File: config.mk
export PLATFORM = sky130hd
export DESIGN_NAME = ccms_top
export DESIGN_NICKNAME = d
export VERILOG_FILES = /design/src/logic/ccms_pkg.sv /design/src/logic/ccms_divider.sv /design/src/logic/ccms_top.sv
export SDC_FILE = /design/constraint.sdc
export NUM_CORES = 1
export LEC_CHECK = 0
export ABC_AREA = 1
export BUFFER_PORTS_ARGS = -buffer_cell sky130_fd_sc_hd__buf_2
export CORE_MARGIN = 10
export CORE_UTILIZATION = 25
export DETAILED_ROUTE_END_ITERATION = 10
export GPL_TIMING_DRIVEN = 1
export PLACE_DENSITY = 0.44
export SYNTH_ARGS = -nofsm -noshare
export SYNTH_HDL_FRONTEND = slang
export SYNTH_HIERARCHICAL = 1
export SYNTH_SLANG_ARGS = --single-unit
File: constraint.sdc
create_clock -name clk_i -period 3 [get_ports clk_i]
set_input_delay 0.75 -clock clk_i [delete_from_list [all_inputs] [get_ports clk_i]]
set_output_delay 0.75 -clock clk_i [all_outputs]
set_load 0.005 [all_outputs]
File: src/logic/ccms_pkg.sv
// Package with register map, field layout, reset values and carrier types for the clock control block.
package ccms_pkg;
  // Register byte addresses on the 24-bit register space.
  localparam logic [23:0] CCMS_ADDR_CLK_SEL   = 24'hFFFDC4;
  localparam logic [23:0] CCMS_ADDR_MOD_STOP  = 24'hFFFDC8;
  // Clock select field positions.
  localparam int CCMS_SYS_LSB = 8;
  localparam int CCMS_PER_LSB = 4;
  localparam int CCMS_BUS_LSB = 0;
  localparam int CCMS_SEL_W   = 3;
  // Module stop field positions.
  localparam int CCMS_ALL_STOP_EN_BIT = 15;
  localparam int CCMS_EXT_DMA_BIT  = 14;
  localparam int CCMS_TIMER_BIT    = 0;
  localparam int CCMS_NUM_MODULES  = 15;
  // Select codes: 000 runs at four times the input clock, 001 at twice.
  localparam logic [2:0] CCMS_SEL_X4 = 3'h0;
  localparam logic [2:0] CCMS_SEL_X2 = 3'h1;
  // Reset values.
  localparam logic [15:0] CCMS_CLK_SEL_RST  = 16'h0010;
  localparam logic [15:0] CCMS_MOD_STOP_RST = 16'h0000;
  // Modules whose stop bits must all be set before the all-clock-stop mode may start.
  localparam logic [14:0] CCMS_CTRL_MASK = 15'h4001;
  // Writable bits of each register.
  localparam logic [15:0] CCMS_CLK_SEL_WMASK  = 16'h0777;
  localparam logic [15:0] CCMS_MOD_STOP_WMASK = 16'hC001;
  localparam int CCMS_DIV_W = 8;

  // Decoded clock select fields.
  typedef struct packed {
    logic [2:0] system_sel;
    logic [2:0] peripheral_sel;
    logic [2:0] bus_sel;
  } ccms_clk_sel_s;

  // Clock enables handed out to the rest of the chip.
  typedef struct packed {
    logic system_en;
    logic peripheral_en;
    logic bus_en;
  } ccms_clk_en_s;
endpackage

File: src/logic/ccms_divider.sv
// Divider that turns a rate select code into a one-cycle clock enable pulse.
`timescale 1ns/100ps
`default_nettype none
module ccms_divider
  import ccms_pkg::*;
#(
  parameter int DIV_W = CCMS_DIV_W
) (
  input  wire logic             clk_i,
  input  wire logic             rst_n_i,
  input  wire logic [2:0]       sel_i,
  output logic                  en_o
);
  logic [DIV_W-1:0] cnt_ff;
  logic [DIV_W-1:0] mask;
  logic             en_ff;

  // Code n fires once every two to the n cycles; code 0 fires every cycle, the full input rate.
  assign mask = DIV_W'((1 << sel_i) - 1);

  // Free-running counter; a change of code takes effect at once, so one period may be short.
  always_ff @(posedge clk_i or negedge rst_n_i) begin
    if (!rst_n_i) begin
      cnt_ff <= '0;
    end else begin
      cnt_ff <= cnt_ff + DIV_W'(1);
    end
  end

  // Registered enable pulse.
  always_ff @(posedge clk_i or negedge rst_n_i) begin
    if (!rst_n_i) begin
      en_ff <= 1'b0;
    end else begin
      en_ff <= ((cnt_ff & mask) == mask);
    end
  end

  assign en_o = en_ff;
endmodule
`default_nettype wire

File: src/logic/ccms_top.sv
// Clock select and module stop control with an Avalon-MM register slave.
//
// Chosen here: the Avalon-MM slave port.
`timescale 1ns/100ps
`default_nettype none
module ccms_top
  import ccms_pkg::*;
(
  input  wire logic        clk_i,
  input  wire logic        rst_n_i,
  input  wire logic [23:0] avs_address_i,
  input  wire logic        avs_read_i,
  input  wire logic        avs_write_i,
  input  wire logic [31:0] avs_writedata_i,
  input  wire logic [3:0]  avs_byteenable_i,
  output logic [31:0]      avs_readdata_o,
  output logic             avs_waitrequest_o,
  input  wire logic        sleep_i,
  input  wire logic        wake_i,
  output logic             system_clk_en_o,
  output logic             dma_clk_en_o,
  output logic             peripheral_clk_en_o,
  output logic             bus_clk_en_o,
  output logic             bus_io_clk_en_o,
  output logic [14:0]      module_clk_en_o,
  output logic [14:0]      module_stop_o,
  output logic             ext_dma_clk_en_o,
  output logic             timer_unit_clk_en_o,
  output logic             all_clock_stopped_o
);
  logic [15:0]   clock_frequency_select_ff;
  logic [15:0]   module_stop_control_a_ff;
  logic          ack_ff;
  logic [31:0]   rdata_ff;
  logic          all_stop_ff;
  logic          req;
  logic          hit_sel;
  logic          hit_stop;
  logic          wr_take;
  logic [15:0]   be_mask;
  logic [15:0]   nxt_rdata;
  logic          all_ctrl_stopped;
  logic          all_clock_stop_enable;
  ccms_clk_sel_s sel;
  ccms_clk_en_s  en;
  logic [2:0]    sel_vec [3];
  logic [2:0]    en_vec;

  // Bus side decode; the slave always inserts exactly one wait cycle so reads come from a flop.
  assign req               = avs_read_i | avs_write_i;
  assign hit_sel           = (avs_address_i == CCMS_ADDR_CLK_SEL);
  assign hit_stop          = (avs_address_i == CCMS_ADDR_MOD_STOP);
  assign avs_waitrequest_o = req & ~ack_ff;
  assign wr_take           = avs_write_i & ack_ff;
  assign be_mask           = {{8{avs_byteenable_i[1]}}, {8{avs_byteenable_i[0]}}};
  assign avs_readdata_o    = rdata_ff;

  // Acknowledge toggles high for one cycle per request.
  always_ff @(posedge clk_i or negedge rst_n_i) begin
    if (!rst_n_i) begin
      ack_ff <= 1'b0;
    end else begin
      ack_ff <= req & ~ack_ff;
    end
  end

  // Read data mux; unmapped addresses read as zero and the upper half is always zero.
  always_comb begin
    nxt_rdata = 16'h0000;
    if (hit_sel) begin
      nxt_rdata = clock_frequency_select_ff;
    end else if (hit_stop) begin
      nxt_rdata = module_stop_control_a_ff;
    end
  end

  always_ff @(posedge clk_i or negedge rst_n_i) begin
    if (!rst_n_i) begin
      rdata_ff <= 32'h00000000;
    end else if (avs_read_i & ~ack_ff) begin
      rdata_ff <= {16'h0000, nxt_rdata};
    end
  end

  // Clock select register; only the three select fields are writable.
  always_ff @(posedge clk_i or negedge rst_n_i) begin
    if (!rst_n_i) begin
      clock_frequency_select_ff <= CCMS_CLK_SEL_RST;
    end else if (wr_take & hit_sel) begin
      clock_frequency_select_ff <= (clock_frequency_select_ff & ~(be_mask & CCMS_CLK_SEL_WMASK)) |
                                   (avs_writedata_i[15:0] & be_mask & CCMS_CLK_SEL_WMASK);
    end
  end

  // Module stop register; a 1 stops a module, a 0 releases it.
  always_ff @(posedge clk_i or negedge rst_n_i) begin
    if (!rst_n_i) begin
      module_stop_control_a_ff <= CCMS_MOD_STOP_RST;
    end else if (wr_take & hit_stop) begin
      module_stop_control_a_ff <= (module_stop_control_a_ff & ~(be_mask & CCMS_MOD_STOP_WMASK)) |
                                  (avs_writedata_i[15:0] & be_mask & CCMS_MOD_STOP_WMASK);
    end
  end

  // Field extraction into the carrier struct.
  assign sel.system_sel     = clock_frequency_select_ff[CCMS_SYS_LSB +: CCMS_SEL_W];
  assign sel.peripheral_sel = clock_frequency_select_ff[CCMS_PER_LSB +: CCMS_SEL_W];
  assign sel.bus_sel        = clock_frequency_select_ff[CCMS_BUS_LSB +: CCMS_SEL_W];
  assign sel_vec[0]         = sel.system_sel;
  assign sel_vec[1]         = sel.peripheral_sel;
  assign sel_vec[2]         = sel.bus_sel;

  // One divider per clock domain; clk_i stands for the four-times rate.
  // Separate counters cost a few flops; all three reset together and count in step, so the domains share one phase.
  for (genvar g = 0; g < 3; g++) begin : g_div
    ccms_divider ccms_divider_i (
      .clk_i   (clk_i),
      .rst_n_i (rst_n_i),
      .sel_i   (sel_vec[g]),
      .en_o    (en_vec[g])
    );
  end

  assign en.system_en     = en_vec[0];
  assign en.peripheral_en = en_vec[1];
  assign en.bus_en        = en_vec[2];

  // All-module-clock-stop entry on sleep; the set wins over a wake in the same cycle.
  assign all_clock_stop_enable = module_stop_control_a_ff[CCMS_ALL_STOP_EN_BIT];
  assign all_ctrl_stopped      = ((module_stop_control_a_ff[CCMS_NUM_MODULES-1:0] & CCMS_CTRL_MASK) == CCMS_CTRL_MASK);

  // The stop state is a plain level; a user must raise wake_i or clear the enable bit to leave it.
  // Clearing the enable also ends the state, so software cannot strand the port clocks.

  always_ff @(posedge clk_i or negedge rst_n_i) begin
    if (!rst_n_i) begin
      all_stop_ff <= 1'b0;
    end else if (sleep_i & all_clock_stop_enable & all_ctrl_stopped) begin
      all_stop_ff <= 1'b1;
    end else if (wake_i | ~all_clock_stop_enable) begin
      all_stop_ff <= 1'b0;
    end
  end

  // Clock enables fanned out; a stopped module simply never sees its enable.
  assign system_clk_en_o     = en.system_en;
  assign dma_clk_en_o        = en.system_en & ~module_stop_control_a_ff[CCMS_EXT_DMA_BIT];
  assign peripheral_clk_en_o = en.peripheral_en;
  assign bus_clk_en_o        = en.bus_en;
  assign bus_io_clk_en_o     = en.bus_en & ~all_stop_ff;
  assign module_stop_o       = module_stop_control_a_ff[CCMS_NUM_MODULES-1:0];
  assign module_clk_en_o     = {CCMS_NUM_MODULES{en.peripheral_en}} &
                               ~module_stop_control_a_ff[CCMS_NUM_MODULES-1:0];
  assign ext_dma_clk_en_o    = module_clk_en_o[CCMS_EXT_DMA_BIT];
  assign timer_unit_clk_en_o = module_clk_en_o[CCMS_TIMER_BIT];
  assign all_clock_stopped_o = all_stop_ff;
endmodule
`default_nettype wire

After elaboration in Yosys (flattened, before gate mapping)
Cells that the tools add are included.
W data, S select, Z words.
{"block": "classes", "mul": 0, "n_eq_ne": 6, "n_mux": 4, "shifts": 3, "n_lt_le_gt_ge": 0, "bitwise_logic": 27, "add_sub_neg": 6, "n_reduce_logical": 1, "div": 0}
{"operator": "$and A16 B16 Y16", "n": 3}
{"operator": "$eq A24 B24 Y1 const B", "n": 2}
{"operator": "$mux W16", "n": 2}
{"operator": "$add A8 B1 Y8 const B", "n": 3}
{"operator": "$and A8 B8 Y8", "n": 3}
{"operator": "$eq A8 B8 Y1", "n": 3}
{"operator": "$shl A1 B3 Y8 const A", "n": 3}
{"operator": "$sub A8 B2 Y8 const B", "n": 3}
{"operator": "$not A11 Y16", "n": 1}
{"operator": "$not A16 Y16", "n": 1}
{"operator": "$or A16 B11 Y16", "n": 1}
{"operator": "$or A16 B16 Y16", "n": 1}
{"operator": "$and A15 B15 Y15", "n": 1}
{"operator": "$not A15 Y15", "n": 1}
{"operator": "$and A1 B1 Y1", "n": 9}
{"operator": "$not A1 Y1", "n": 4}
{"operator": "$eq A2 B2 Y1 const B", "n": 1}
{"operator": "$mux W1", "n": 2}
{"operator": "$or A1 B1 Y1", "n": 2}
{"operator": "$reduce_bool A2 Y1", "n": 1}
{"block": "word_totals", "mem_count": 0, "latchBits": 0, "mem_bits_rw": 0, "mem_bits_ro": 0, "out_inout_bits": 71, "regBits": 77}

Logic depth before layout (Yosys ltp)
{"block": "logic_depth", "word_depth": 4, "ltp_mapped": 9, "mapped_depth_nobuf": 9}

Hierarchy
Netlist, hierarchy kept.
{"mod": "ccms_top", "seq_area_each_um2": 626.9, "area_each_um2": 1843.0, "cells_per_inst": 235, "instances": 1}
{"mod": "ccms_divider", "seq_area_each_um2": 200.2, "area_each_um2": 356.6, "cells_per_inst": 37, "instances": 3}

Worst setup path before layout
No wires, ideal clock.
{"block": "synth_path", "kind": "register -> output", "start": "register g_div[1].ccms_divider_i.en_ff", "end": "output port module_clk_en_o[0]", "arrival_ps": 908, "path_slack_ps": 1342, "path_stages_with_launch": 4, "path_cell_list": "dfrtp_1 inv_1 nor2_1 buf_4"}
{"block": "synth_via", "elab_chain_len": 1}
{"item": "start, declared", "line_no": "ccms_divider.sv:16", "text": "logic en_ff;"}
{"item": "start signal, assigned", "line_no": "ccms_divider.sv:35", "text": "en_ff <= ((cnt_ff & mask) == mask);"}
{"item": "$and A15 B15 Y15", "line_no": "ccms_top.sv:152", "text": "assign module_clk_en_o = {CCMS_NUM_MODULES{en.peripheral_en}} &"}
{"item": "end, declared", "line_no": "ccms_top.sv:25", "text": "output logic [14:0] module_clk_en_o,"}
Every way passes these cells.

Worst setup path after layout
{"block": "layout_path", "start": "register g_div[1].ccms_divider_i.en_ff", "end": "output port timer_unit_clk_en_o"}
{"block": "layout_via", "elab_chain_len": 1}
{"item": "$and A15 B15 Y15", "line_no": "ccms_top.sv:152"}
{"item": "end, declared", "line_no": "ccms_top.sv:28", "text": "output logic timer_unit_clk_en_o,"}
Every way passes these cells.

==> metrics.md <==
| Metric | Value |
|---|---|
| Status | `finished, final reports clean` |
| DRC viols | `0` |
| CP startpoint | `g_div[1].ccms_divider_i/en_o$_DFF_PN0_` |
| Worst Hold Class | `flip-flop to flip-flop` |
| Post-Route Utilization | `29.55%` |
| Crit path DAT | `1.15 ns` |
| DRT Wirelength | `7020 um` |
| Fin area | `0.003374 mm^2` |
| Final worst-path cycle share | `63.41%` |
| Power density over the cells | `391.3 mW/mm^2` |
| Post-Synthesis Cell Area | `0.002913 mm^2` |
| Placer Congestion | `0.7378` |
| Yosys cell types | `27` |
| TritonCTS clock tree | `yes` |
| Worst-Skew Late Latency | `0.29 ns` |
| Critical setup path kind | `flip-flop to output port` |
| P_leak | `1.887 nW` |
| WP data required | `2.25 ns` |
| CTS Buf Count | `5` |
| Die X | `127.9 um` |
| Root buffer cell | `clkbuf_16` |
| Final slew viol count | `0` |
| I/O pins | `137` |
| Unrepaired setup endpoints after global routing | `no` |
| Sum of negative setup slack | `0 ns` |
| Post-CTS Resized | `0` |
| Vias/cell | `3.962` |
| First-pass GRT wire length | `11370 um` |
| Crit-path max FO | `15` |
| Hpwl dp | `5814 um` |
| Full die area | `0.01637 mm^2` |
| DP Cell Count | `549` |
| Overall power | `1.320 mW` |
| Die height | `127.9 um` |
| Pin count of the biggest net entering global routing | `32` |
| Wire length per cell | `12.60 um` |
| Worst vdd ir | `0.1994 mV` |
| Yosys Warn Count | `6` |
| Startpoint types | `flip-flop` |
| Core Box Area | `0.01142 mm^2` |
| Syn avg cell area | `8.418 um^2` |
| Final Hold Fails | `0` |
| Initial core utilization | `25.51%` |
| DR iter-0 viols | `100` |
| Slew headroom | `52.50%` |
| Final setup vio count | `0` |
| FF+latch count, synth | `49` |
| Final setup margin | `1.098 ns` |
| Inserted Diodes | `0` |
| Fmax | `525.7 MHz` |
| GR Util All Layers | `8.476%` |
| TritonRoute pass-1 iters | `4` |
| Layout cells sized above 1 | `31.40%` |
| Clock transition at path regs | `0.07 ns` |
| Area grow syn2layout | `15.85%` |
| H-Tree Depth | `2` |
| Setup crit end kind | `output port` |
| Final cell count without fillers | `557` |
| Cells after Synth | `346` |
| Most common cell after layout, fill and taps aside | `nand2_1` |
| Max_cap viols | `0` |
| IO Port Bufs | `79` |
| Sequential area share after synthesis | `42.14%` |
| Commonest cells after routing, fill and taps aside | `nand2_1 (95), buf_2 (79), dfrtp_1 (48)` |
| Vias | `2207` |
| Worst slack at placement | `1.118 ns` |
| Vias in the first global route | `2256` |
| Cell Area, Placed | `0.003232 mm^2` |
| Post-CTS Hold Buffers | `0` |
| Clock tree sinks | `49` |
| Setup Buffers After CTS | `0` |
| NumNets Final | `482` |
| Initial antenna violation count | `0` |
| Hold slack | `0.4615 ns` |
| Worst-Margin Slew | `0.7124 ns` |
| Reg2reg start | `ack_ff$_DFF_PN0_` |
| Worst hold start | `ack_ff$_DFF_PN0_` |
| Fin crit period | `1.902 ns` |
| Overflow left after global routing | `0` |
| Clock Skews | `0.007901 ns` |
| ANT nets after route | `0` |
| Clock tree buffer depth | `2` |
| Rows | `39` |
## report_power, final
part	total [mW]	switching (mW)	internal [mW]
Combinational	0.106	0.0736	0.0324
Clock	0.551	0.245	0.306
Sequential	0.663	0.00105	0.662
## layout make-up
| cell class | count | area (um^2) |
|---|---|---|
| fillers | 1256 | 8044 |
| multi-input cells | 242 | 1284 |
| flip-flops and latches | 49 | 1227 |
| repair buffers | 82 | 417.9 |
| well taps | 143 | 178.9 |
| clock buffers | 5 | 125.1 |
| inverters | 33 | 123.9 |
| clock inverters | 3 | 17.52 |
## cells in the mapped netlist, drive strengths merged
cell	count	area, um^2
nand2	109	469.2
nor2	33	229.0
conb	1	3.750
dfrtp	48	1201
clkbuf	1	3.750
nand4	17	127.6
dfstp	1	26.28
xnor2	6	52.55
and2	1	6.260
inv	33	123.9
nand3	7	40.04
o21ai	17	85.08
buf	54	397.9
a21oi	6	30.03
xor2	9	78.83
ha	3	37.54
## worst max-delay path: stages, from the launching register on
cell	delay, ns
dfrtp_1	0.52
inv_1	0.10
nor2_1	0.12
buf_2	0.13
## kinds of logic (layout without fill, tap and decap cells)
group	count (synthesis)	count (layout)	synth area share (%)
buffers and inverters	88	123	18.04
AOI/OAI and AO/OA	23	23	3.952
adders and majority gates	3	3	1.289
xor gates and xnor gates	15	15	4.510
DFF	49	49	42.14
other	1	34	0.1287
and+or+nand+nor	167	167	29.94
## final timing paths
check,cells past startpoint,endpoint,slack (ns)
setup / recovery,3,timer_unit_clk_en_o,1.10
hold / removal,1,ack_ff$_DFF_PN0_,0.46
setup reg to reg,5,flip-flop,1.65
hold reg to reg,1,ack_ff$_DFF_PN0_,0.46
max in group asynchronous,2,g_div[2].ccms_divider_i/en_o$_DFF_PN0_,1.86
min in group asynchronous,1,g_div[1].ccms_divider_i/en_o$_DFF_PN0_,0.51
## routing by layer
layer | vias up | part of all wire (%) | GRT usage (%)
met5 | - | 0 | 0
met4 | 0 | 1.7 | 2.649
met3 | 10 | 11 | 3.888
met2 | 69 | 47 | 13.95
met1 | 1000 | 40 | 9.570
li1 | 1128 | - | -
Power figures use the tool's default switching activity.
